`config.mk`:
```
export PLATFORM = sky130hd
export DESIGN_NAME = sense_amplifier_control
export DESIGN_NICKNAME = d
export VERILOG_FILES = /design/src/sense_ctrl_pkg.sv /design/src/sense_amplifier_control.sv
export SDC_FILE = /design/constraint.sdc
export NUM_CORES = 1
export LEC_CHECK = 0
export ABC_AREA = 1
export BUFFER_PORTS_ARGS = -buffer_cell sky130_fd_sc_hd__buf_2
export CORE_MARGIN = 3
export CORE_UTILIZATION = 30
export CTS_BUF_LIST = sky130_fd_sc_hd__clkbuf_8
export CTS_CLUSTER_DIAMETER = 150
export DETAILED_ROUTE_END_ITERATION = 12
export PLACE_DENSITY = 0.55
export RECOVER_POWER = 25
export SYNTH_ARGS = -nofsm -noshare
export SYNTH_HDL_FRONTEND = slang
export SYNTH_SLANG_ARGS = --single-unit
```
`constraint.sdc`:
```
create_clock -name core_clk_i -period 1.9 [get_ports core_clk_i]
set_input_delay 0.38 -clock core_clk_i [delete_from_list [all_inputs] [get_ports core_clk_i]]
set_output_delay 0.38 -clock core_clk_i [all_outputs]
set_load 0.03 [all_outputs]
```
`src/sense_ctrl_pkg.sv`:
```
package sense_ctrl_pkg;

   // ------------------------------------------------------------------
   // Timing
   // ------------------------------------------------------------------
   localparam int CLK_MHZ        = 200;
   localparam int CAL_TIME_US    = 288;
   localparam int CAL_CYCLES_DEF = CAL_TIME_US * CLK_MHZ;
   localparam int CAL_CNT_W      = 17;

   // ------------------------------------------------------------------
   // Register map (byte addresses)
   // ------------------------------------------------------------------
   localparam int          ADDR_W       = 5;
   localparam logic [4:0]  OFS_AMP_CTRL = 5'h00;
   localparam logic [4:0]  OFS_SENSE    = 5'h04;
   localparam logic [4:0]  OFS_CAL      = 5'h08;
   localparam logic [4:0]  OFS_STATUS   = 5'h0C;
   localparam logic [31:0] RD_UNMAPPED  = 32'h0000_0000;

   // ------------------------------------------------------------------
   // Codes
   // ------------------------------------------------------------------
   localparam logic [1:0] GAIN_X5  = 2'h0;
   localparam logic [1:0] GAIN_X10 = 2'h1;
   localparam logic [1:0] GAIN_X20 = 2'h2;
   localparam logic [1:0] GAIN_X40 = 2'h3;

   localparam logic [2:0] MUX_GND    = 3'h0;
   localparam logic [2:0] MUX_SUPPLY = 3'h1;
   localparam logic [2:0] MUX_TEMP   = 3'h2;
   localparam logic [2:0] MUX_REF    = 3'h3;
   localparam logic [2:0] MUX_AMP3_R = 3'h4;
   localparam logic [2:0] MUX_AMP1   = 3'h5;
   localparam logic [2:0] MUX_AMP2   = 3'h6;
   localparam logic [2:0] MUX_AMP3   = 3'h7;

   localparam logic [3:0] CMP_TH_OFF  = 4'h0;
   localparam logic [1:0] PHASE_A     = 2'h0;
   localparam logic [1:0] PHASE_B     = 2'h1;
   localparam logic [1:0] PHASE_C     = 2'h2;
   localparam logic [2:0] PENDING_RST = 3'h7;
   localparam logic [1:0] AMP3_IDX    = 2'h2;

   // ------------------------------------------------------------------
   // Types
   // ------------------------------------------------------------------
   typedef enum logic [2:0] {
      SRC_GND, SRC_SUPPLY, SRC_TEMP, SRC_REF,
      SRC_AMP1, SRC_AMP2, SRC_AMP3, SRC_BEMF
   } pin_src_t;

   typedef enum logic {CAL_IDLE, CAL_RUN} cal_state_t;

   typedef struct packed {
      logic [2:0][1:0] gain;
      logic            cal_connect;
      logic            backemf_enable;
      logic [2:0]      sh_en;
      logic [2:0]      enable;
   } amp_ctrl_t;

   typedef struct packed {
      logic [2:0][3:0] cmp_th;
      logic [1:0]      oc_th;
      logic            phase_src;
      logic [2:0]      monitor_select;
   } sense_cfg_t;

   typedef struct packed {
      logic       sleep;
      logic [2:0] li;
      logic [2:0] hi;
      logic [2:0] oc;
      logic [2:0] cmp;
      logic       strobe_n;
   } sync_t;

   typedef struct packed {
      logic [2:0]      amp_en;
      logic [2:0][1:0] gain;
      logic [2:0]      sample_sw;
      logic [2:0]      sw12;
      logic [2:0]      sw34;
      logic [2:0]      autozero;
      logic [2:0]      cmp_en;
      logic [2:0][3:0] cmp_th;
      logic [1:0]      oc_th;
      pin_src_t        src;
      logic            series_res;
      logic [1:0]      phase;
   } out_t;

   typedef struct packed {
      sync_t      s1;
      sync_t      s2;
      logic       strobe_q;
      amp_ctrl_t  amp;
      sense_cfg_t cfg;
      logic [2:0] oc_flag;
      logic [1:0] phase;
      logic [2:0] pending;
      cal_state_t cst;
      logic [1:0] cur;
      logic [CAL_CNT_W-1:0] cnt;
      logic       wait_r;
      logic [31:0] rdata;
      out_t       out;
   } state_t;

   localparam amp_ctrl_t  AMP_CTRL_RST = 14'h0000;
   localparam sense_cfg_t SENSE_RST    = 18'h0_0000;

endpackage

```
`src/sense_amplifier_control.sv`:
```
`timescale 1ns/1ps

// Summary of operation
// - Each amplifier is switched off alone when its enable bit is zero.
// - Amplifiers and comparators can each be disabled to save current.
// - A comparator with an all-zero threshold field counts as disabled.
// - Each amplifier's own gain field picks 5, 10, 20 or 40 V/V.
// - Sample-hold path opens only while that amplifier's own enable is one.
// - Enabled amplifiers with their sample-hold bit set sample together while the shared strobe is low.
// - Back-EMF enabled keeps the third amplifier's sample switch open.
// - Without back-EMF, codes 100 and 111 route amplifier three out.
// - An offset calibration runs by itself after power-up.
// - Setting one amplifier's calibrate bit calibrates that amplifier only.
// - Connect bit zero: switches 1,2 open, 3,4 closed during auto-zero.
// - Connect bit one: switches 1,2 stay closed during auto-zero.
// - A calibration lasts about 288 us; caller waits 400 us per amplifier.
// - Each amplifier input is watched against a selectable overcurrent level.
// - Floating phase is picked at strobe fall or from comparator outputs.
// - Select field steers supply, temperature or back-EMF onto the pin.
// - Codes: 000 ground, 001 supply, 010 temp, 011 ref, 101/110 amps.
module sense_amplifier_control
   import sense_ctrl_pkg::*;
#(
   parameter int CAL_CYCLES = CAL_CYCLES_DEF
) (
   input  wire logic              core_clk_i,
   input  wire logic              rstn_i,
   input  wire logic [ADDR_W-1:0] avs_address_i,
   input  wire logic              avs_read_i,
   input  wire logic              avs_write_i,
   input  wire logic [31:0]       avs_writedata_i,
   input  wire logic [3:0]        avs_byteenable_i,
   output logic      [31:0]       avs_readdata_o,
   output logic                   avs_waitrequest_o,
   input  wire logic              sample_strobe_n_i,
   input  wire logic [2:0]        comparator_out_i,
   input  wire logic [2:0]        overcurrent_raw_i,
   input  wire logic [2:0]        high_in_i,
   input  wire logic [2:0]        low_in_i,
   input  wire logic              sleep_i,
   output logic      [2:0]        amp_enable_o,
   output logic      [5:0]        amp_gain_sel_o,
   output logic      [2:0]        sample_switch_o,
   output logic      [2:0]        shunt_switch_o,
   output logic      [2:0]        ground_switch_o,
   output logic      [2:0]        autozero_o,
   output logic      [2:0]        comparator_enable_o,
   output logic      [11:0]       comparator_threshold_o,
   output logic      [1:0]        overcurrent_threshold_sel_o,
   output pin_src_t               monitor_source_o,
   output logic                   monitor_series_res_o,
   output logic      [1:0]        floating_phase_o
);

   localparam logic [CAL_CNT_W-1:0] CAL_LAST = CAL_CNT_W'(CAL_CYCLES - 1);

   state_t st;
   state_t nx;

   // ------------------------------------------------------------------
   // Helpers
   // ------------------------------------------------------------------
   function automatic logic [31:0] merge(input logic [31:0] old,
                                         input logic [31:0] wd,
                                         input logic [3:0]  be);
      logic [31:0] r;
      r = old;
      for (int b = 0; b < 4; b++) begin
         if (be[b]) begin
            r[b*8 +: 8] = wd[b*8 +: 8];
         end
      end
      return r;
   endfunction

   function automatic logic [1:0] first_set(input logic [2:0] v);
      logic [1:0] r;
      r = PHASE_A;
      if (v[0]) begin
         r = PHASE_A;
      end else if (v[1]) begin
         r = PHASE_B;
      end else if (v[2]) begin
         r = PHASE_C;
      end
      return r;
   endfunction

   // ------------------------------------------------------------------
   // Next state
   // ------------------------------------------------------------------
   always_comb begin
      logic       acc_wr;
      logic [2:0] cal_set;
      logic [2:0] cal_clr;
      logic [2:0] oc_clr;
      logic       fall;
      logic       sleeping;
      logic [31:0] mrg;
      nx       = st;
      mrg      = '0;
      cal_set  = 3'h0;
      cal_clr  = 3'h0;
      oc_clr   = 3'h0;
      acc_wr   = avs_write_i && !st.wait_r;
      nx.s1    = {sleep_i, low_in_i, high_in_i, overcurrent_raw_i,
                  comparator_out_i, sample_strobe_n_i};
      nx.s2    = st.s1;
      nx.strobe_q = st.s2.strobe_n;
      sleeping = st.s2.sleep;
      fall     = st.strobe_q && !st.s2.strobe_n;

      // One wait cycle on every access, then a one-cycle answer.
      nx.wait_r = !((avs_read_i || avs_write_i) && st.wait_r);
      if (avs_read_i && st.wait_r) begin
         if (avs_address_i == OFS_AMP_CTRL) begin
            nx.rdata = 32'(st.amp);
         end else if (avs_address_i == OFS_SENSE) begin
            nx.rdata = 32'(st.cfg);
         end else if (avs_address_i == OFS_CAL) begin
            nx.rdata = 32'({st.cst == CAL_RUN, st.cur, st.pending});
         end else if (avs_address_i == OFS_STATUS) begin
            nx.rdata = 32'({st.phase, st.oc_flag, st.s2.cmp});
         end else begin
            nx.rdata = RD_UNMAPPED;
         end
      end

      if (acc_wr) begin
         if (avs_address_i == OFS_AMP_CTRL) begin
            mrg    = merge(32'(st.amp), avs_writedata_i, avs_byteenable_i);
            nx.amp = amp_ctrl_t'(mrg[$bits(amp_ctrl_t)-1:0]);
         end else if (avs_address_i == OFS_SENSE) begin
            mrg    = merge(32'(st.cfg), avs_writedata_i, avs_byteenable_i);
            nx.cfg = sense_cfg_t'(mrg[$bits(sense_cfg_t)-1:0]);
         end else if (avs_address_i == OFS_CAL) begin
            if (avs_byteenable_i[0]) begin
               cal_set = avs_writedata_i[2:0];
            end
         end else if (avs_address_i == OFS_STATUS) begin
            if (avs_byteenable_i[0]) begin
               oc_clr = avs_writedata_i[5:3];
            end
         end
      end

      // A new overcurrent event outweighs a clear in the same cycle.
      nx.oc_flag = (st.oc_flag & ~oc_clr) | st.s2.oc;

      // Floating phase for the back-EMF chain.
      if (st.cfg.phase_src) begin
         if (st.s2.cmp[1:0] != 2'h3) begin
            nx.phase = {st.s2.cmp[0], st.s2.cmp[1]};
         end
      end else if (fall) begin
         nx.phase = first_set(~(st.s2.hi | st.s2.li));
      end

      // Calibration sequencer; one amplifier at a time, lowest first.
      case (st.cst)
         CAL_IDLE: begin
            if (st.pending != 3'h0 && !sleeping) begin
               nx.cst = CAL_RUN;
               nx.cur = first_set(st.pending);
               nx.cnt = '0;
            end
         end
         CAL_RUN: begin
            nx.cnt = st.cnt + 1'b1;
            if (st.cnt == CAL_LAST) begin
               nx.cst = CAL_IDLE;
               cal_clr[st.cur] = 1'b1;
            end
         end
         default: nx.cst = CAL_IDLE;
      endcase
      nx.pending = (st.pending & ~cal_clr) | cal_set;

      // Settings fall back to reset values while the device sleeps.
      if (sleeping) begin
         nx.amp     = AMP_CTRL_RST;
         nx.cfg     = SENSE_RST;
         nx.oc_flag = 3'h0;
         nx.pending = PENDING_RST;
         nx.cst     = CAL_IDLE;
      end

      // Registered outputs.
      nx.out.amp_en = st.amp.enable;
      nx.out.gain   = st.amp.gain;
      nx.out.oc_th  = st.cfg.oc_th;
      nx.out.cmp_th = st.cfg.cmp_th;
      nx.out.phase  = st.phase;
      for (int i = 0; i < 3; i++) begin
         nx.out.cmp_en[i] = st.cfg.cmp_th[i] != CMP_TH_OFF;
         nx.out.sample_sw[i] = st.amp.enable[i] && st.amp.sh_en[i]
                               && !st.s2.strobe_n;
         if (st.cst == CAL_RUN && st.cur == 2'(i)) begin
            nx.out.sw12[i]     = st.amp.cal_connect;
            nx.out.sw34[i]     = !st.amp.cal_connect;
            nx.out.autozero[i] = 1'b1;
         end else begin
            nx.out.sw12[i]     = 1'b1;
            nx.out.sw34[i]     = 1'b0;
            nx.out.autozero[i] = 1'b0;
         end
      end
      if (st.amp.backemf_enable) begin
         nx.out.sample_sw[AMP3_IDX] = 1'b0;
      end

      // Output pin multiplexer.
      nx.out.series_res = st.cfg.monitor_select == MUX_AMP3_R;
      case (st.cfg.monitor_select)
         MUX_GND:    nx.out.src = SRC_GND;
         MUX_SUPPLY: nx.out.src = SRC_SUPPLY;
         MUX_TEMP:   nx.out.src = SRC_TEMP;
         MUX_REF:    nx.out.src = SRC_REF;
         MUX_AMP1:   nx.out.src = SRC_AMP1;
         MUX_AMP2:   nx.out.src = SRC_AMP2;
         default: begin
            nx.out.src = st.amp.backemf_enable ? SRC_BEMF : SRC_AMP3;
         end
      endcase
   end

   // ------------------------------------------------------------------
   // State register
   // ------------------------------------------------------------------
   always_ff @(posedge core_clk_i or negedge rstn_i) begin
      if (!rstn_i) begin
         st         <= '0;
         st.s1      <= '{strobe_n: 1'b1, default: '0};
         st.s2      <= '{strobe_n: 1'b1, default: '0};
         st.strobe_q <= 1'b1;
         st.amp     <= AMP_CTRL_RST;
         st.cfg     <= SENSE_RST;
         st.pending <= PENDING_RST;
         st.cst     <= CAL_IDLE;
         st.wait_r  <= 1'b1;
         st.out.sw12 <= 3'h7;
         st.out.src <= SRC_GND;
      end else begin
         st <= nx;
      end
   end

   assign avs_readdata_o              = st.rdata;
   assign avs_waitrequest_o           = st.wait_r;
   assign amp_enable_o                = st.out.amp_en;
   assign amp_gain_sel_o              = st.out.gain;
   assign sample_switch_o             = st.out.sample_sw;
   assign shunt_switch_o              = st.out.sw12;
   assign ground_switch_o             = st.out.sw34;
   assign autozero_o                  = st.out.autozero;
   assign comparator_enable_o         = st.out.cmp_en;
   assign comparator_threshold_o      = st.out.cmp_th;
   assign overcurrent_threshold_sel_o = st.out.oc_th;
   assign monitor_source_o            = st.out.src;
   assign monitor_series_res_o        = st.out.series_res;
   assign floating_phase_o            = st.out.phase;
endmodule

```
### Word level (Yosys, flattened, before mapping)

Index checks and enable logic that the tools add are counted.

* bits in registers: 166
* input port bits: 59
* output and inout bits: 77
* word-level logic and storage cells: 176

* add/sub/neg operators: 1
* $lt $le $gt $ge: 2
* eq/ne operators: 16
* mux-type cells: 54
* bitwise operators: 9
* reduce and logical (&&, ||, !) cells: 42

Operator list (count)
* $mux W32: 3
* $mux W3: 13
* $mux W18: 2
* $mux W35: 1
* $pmux W17 S2: 1
* $mux W8: 4
* $mux W2: 10
* $mux W20: 1
* $pmux W3 S6: 1
* $add A17 B1 Y17 const B: 1
* $eq A17 B16 Y1 const B: 1
* $logic_and A1 B1 Y1: 15
* $mux W14: 1
* $reduce_bool A2 Y1: 7
* $mux W1: 13
* $reduce_and A4 Y1: 3
* $reduce_bool A4 Y1: 3
* $eq A5 B4 Y1 const B: 2
* $eq A3 B3 Y1 const B: 3
* $not A3 Y3: 3
* $or A3 B3 Y3: 3
* $and A3 B3 Y3: 2
* $eq A3 B2 Y1 const B: 2
* $mux W6: 1
* other kinds (20): 28

### Depth between registers and ports, before layout

* depth in word-level cells: 10
* depth in mapped cells: 10
* depth with buffers taken out: 9

### Worst setup path before layout

OpenSTA, ideal clock, no wires.

* path kind: register to register
* from: register st (netlist bit avs_waitrequest_o)
* to: register st (netlist bit avs_readdata_o[6])
* setup time: 117 ps
* arrival time: 1319 ps
* required time: 1783 ps
* setup slack: 464 ps
* stages on the path, launching flop included: 7
* path buffers: 1
* clock period less this slack: 1436 ps
* cells stage by stage: dfstp_2 > nand2_1 > inv_2 > clkbuf_1 > nand2_1 > nor2_1 > nor2_1

* word-level cells in the longest chain between the ends: 1

Ends and longest elaborated chain
* start, declared: line sense_amplifier_control.sv:57 `state_t st;`
* start signal, assigned: line sense_amplifier_control.sv:244 `st <= nx;`
* $logic_and A1 B1 Y1: line sense_amplifier_control.sv:115 `if (avs_read_i && st.wait_r) begin`

No other way between the ends.
A chain may end at the register's enable or synchronous reset.

### Final worst setup path

* from: register st (netlist bit avs_waitrequest_o)
* to: output port avs_waitrequest_o

RTL lines
* end, declared: line sense_amplifier_control.sv:34 `output logic avs_waitrequest_o,`

No word-level cell between the ends.

==> impl_metrics.toml <==
[clock_tree]
cts-resized-gates = 0
cts_made_buffers = 17
root_buffer = "clkbuf_8"
cts_htree_levels = 4
cts_max_path_buffers = 2
cts_sinks = 152
clk_latency_ns = 0.47
path_clk_slew_ns = 0.09
cts_tree = "yes"

[power]
peakVddDrop_mv = 0.385
powerDensity_nw_per_um2 = 959
p_leak_nw = 3.72

[timing]
setup_viol = 0
relSlewSlack_pct = 25.5
drv_slew = 0
min_period_ns = 1.60
fin_crit_sh_pct = 84.2
finalHoldViolations = 0
setup-tns-final_ns = 0
rsz0062_at_grt = "no"
fmax_ghz = 0.625
worst_slew_pin_slew_ns = 1.12
clock_skew_ns = 0.0158

[cells_and_area]
fill_cells = 2203
final_cell_count_no_fill = 1079
final_cell_mix = "nand2_1, dfrtp_1, buf_2"
seqCellArea_um2 = 3820
drive_gt1_share_pct = 23.6
final_common_cell = "nand2_1"
nNetsFinal = 849
area_delta_synth_final_pct = 14.0
multi_input_area_um2 = 1930

[placement]
gp_congestion = 0.863
placed_cells = 1035
numPortBuffers = 106
hpwl_um = 11300

[yosys]
synth_cell_types = 33
ys_ff_latch = 152
netlist_top_cells_area = "dfrtp_1, nand2_1, buf_4"
syn-instance-count = 717
yosysTopAreaCell = "dfrtp_1"
ys_seq_area_share_pct = 58.1
synth_area_um2 = 6570
ys_warn_count = 0
synth_top_area_share_pct = 54.1
avgSynthCellArea_um2 = 9.17

[die]
initial_utilization_pct = 30.9
dieArea_um2 = 23700
placement_rows = 53
ios = 136
die_x_um = 154
die_y_um = 154
core_area_um2 = 21300

[global_routing]
grt_pass1_vias = 4554
antenna_found_initial = 3
grt_max_degree = 45
grt_util_all_layers_pct = 13.3
grt_pass1_wl_um = 24700
grt_overflow = 0

[setup_path]
worst_ep_required_time_ns = 1.52
slowest_delay_ns = 0.56
critical_path_depth = 1
critPathLaunchType = "flop"
crit_buf_inv = 1
crit_path_top_delay_cell = "dfstp_1"
cp-end-kind = "output pin"
path_max_fanout = 4
ff2ff_path_depth = 6
worst-setup-path-type = "flop to output pin"
critical_path.top_delay_family = "flip-flops"
worstPathArrival_ns = 1.22
path_cells = "buf_2"

[routing]
drt-pass1-iter-count = 5
dr_total_vias = 4733
wl_per_cell_um = 14.3
viasPerCell = 4.39
drtIter0Drc = 294
drt-total-wl_um = 15400
final_antenna_net_count = 0
drc = 0

[min_path]
hp-class = "input pin to flop"
hold_depth = 1

[run_status]
outcome = "finished, final reports clean"

[run]
drv_cap = 0
[power breakdown]
group          switching, W  total (W)  leakage, nW  internal, W
Sequential         0.000184    0.00370         1.93      0.00351
Combinational      0.000766    0.00107         1.60     0.000304
Clock               0.00143    0.00242        0.194     0.000986
Total               0.00238    0.00718         3.72      0.00480
[state kept, by name (all words and copies together) (netlist names)]
register / cells
st: 49
nx: 40
avs_readdata_o: 18
comparator_threshold_o: 12
amp_gain_sel_o: 6
amp_enable_o: 3
autozero_o: 3
comparator_enable_o: 3
ground_switch_o: 3
monitor_source_o: 3
sample_switch_o: 3
shunt_switch_o: 3
floating_phase_o: 2
overcurrent_threshold_sel_o: 2
avs_waitrequest_o: 1
monitor_series_res_o: 1
[repair_timing]
action | 4_1_cts | 5_1_grt
setup buffers | 0 | 0
hold buffers | 10 | 0
hold endpoints to repair | 45 | 0
[Yosys cell counts (all sizes together)]
library cell,n
o211ai,1
clkbuf,5
nor4,1
clkinv,1
nor2,68
a31oi,1
nand3b,2
buf,89
or2,2
ha,1
nand4,19
nor3,14
o21ai,49
or4,1
o21bai,2
nand2,180
o31ai,4
dfrtp,142
nand3,42
inv,56
a21oi,26
conb,1
dfstp,10
[cells by family after synthesis]
kind of cell / synth area share (%)
buffers and inverters: 13.3
adder cells (fa/ha/maj): 0.190
AND/OR/NAND/NOR: 21.8
flip-flops: 58.1
other: 0.0571
AO/OA/AOI/OAI: 6.61
[final timing paths]
| kind | from | to | slack (ns) |
|---|---|---|---|
| worst max-delay path | avs_waitrequest_o | avs_waitrequest_o | 0.30 |
| worst min-delay path | overcurrent_raw_i[2] | nx[144] | 0.03 |
| worst max register to register | st[77] | st[93] | 0.32 |
| worst min register to register | nx[149] | st[149] | 0.35 |
| max in group asynchronous | rstn_i | amp_enable_o[1] | 0.36 |
| min in group asynchronous | rstn_i | avs_readdata_o[8] | 0.64 |
[layer usage]
metal  part of all wire, %  GRT usage [%]  up-vias
li1                      -              -     2358
met1                    47           18.1     2246
met2                    47           20.5      108
met3                   3.9           3.01       19
met4                   1.9           5.63        2
met5                 0.045              0        -
[cell type report]
type                       count  share of cell area [%]
antenna                        2                  0.0668
multi-input combinational    427                    25.8
inverter                      57                    2.86
tap                          275                    4.59
clock inverter                15                    2.07
clock buffer                  17                    3.12
sequential                   152                    50.9
timing repair buffer         134                    10.5
[per-stage QoR]
stage	total power [W]	worst slack, ns	utilization [%]	hold slack, ns	instance area [um^2]
2_1_floorplan	0.00461	0.464	-	0.0844	6620
3_3_place_gp	0.00482	0.184	32.9	0.328	7000
3_5_place_dp	0.00484	0.188	32.9	0.328	7000
4_1_cts	0.00730	0.288	35.2	0.00310	7490
5_1_grt	0.00757	0.138	35.2	0.00237	7490
6_report	0.00718	0.299	35.2	0.0304	7490
(Power assumes the default switching activity.)
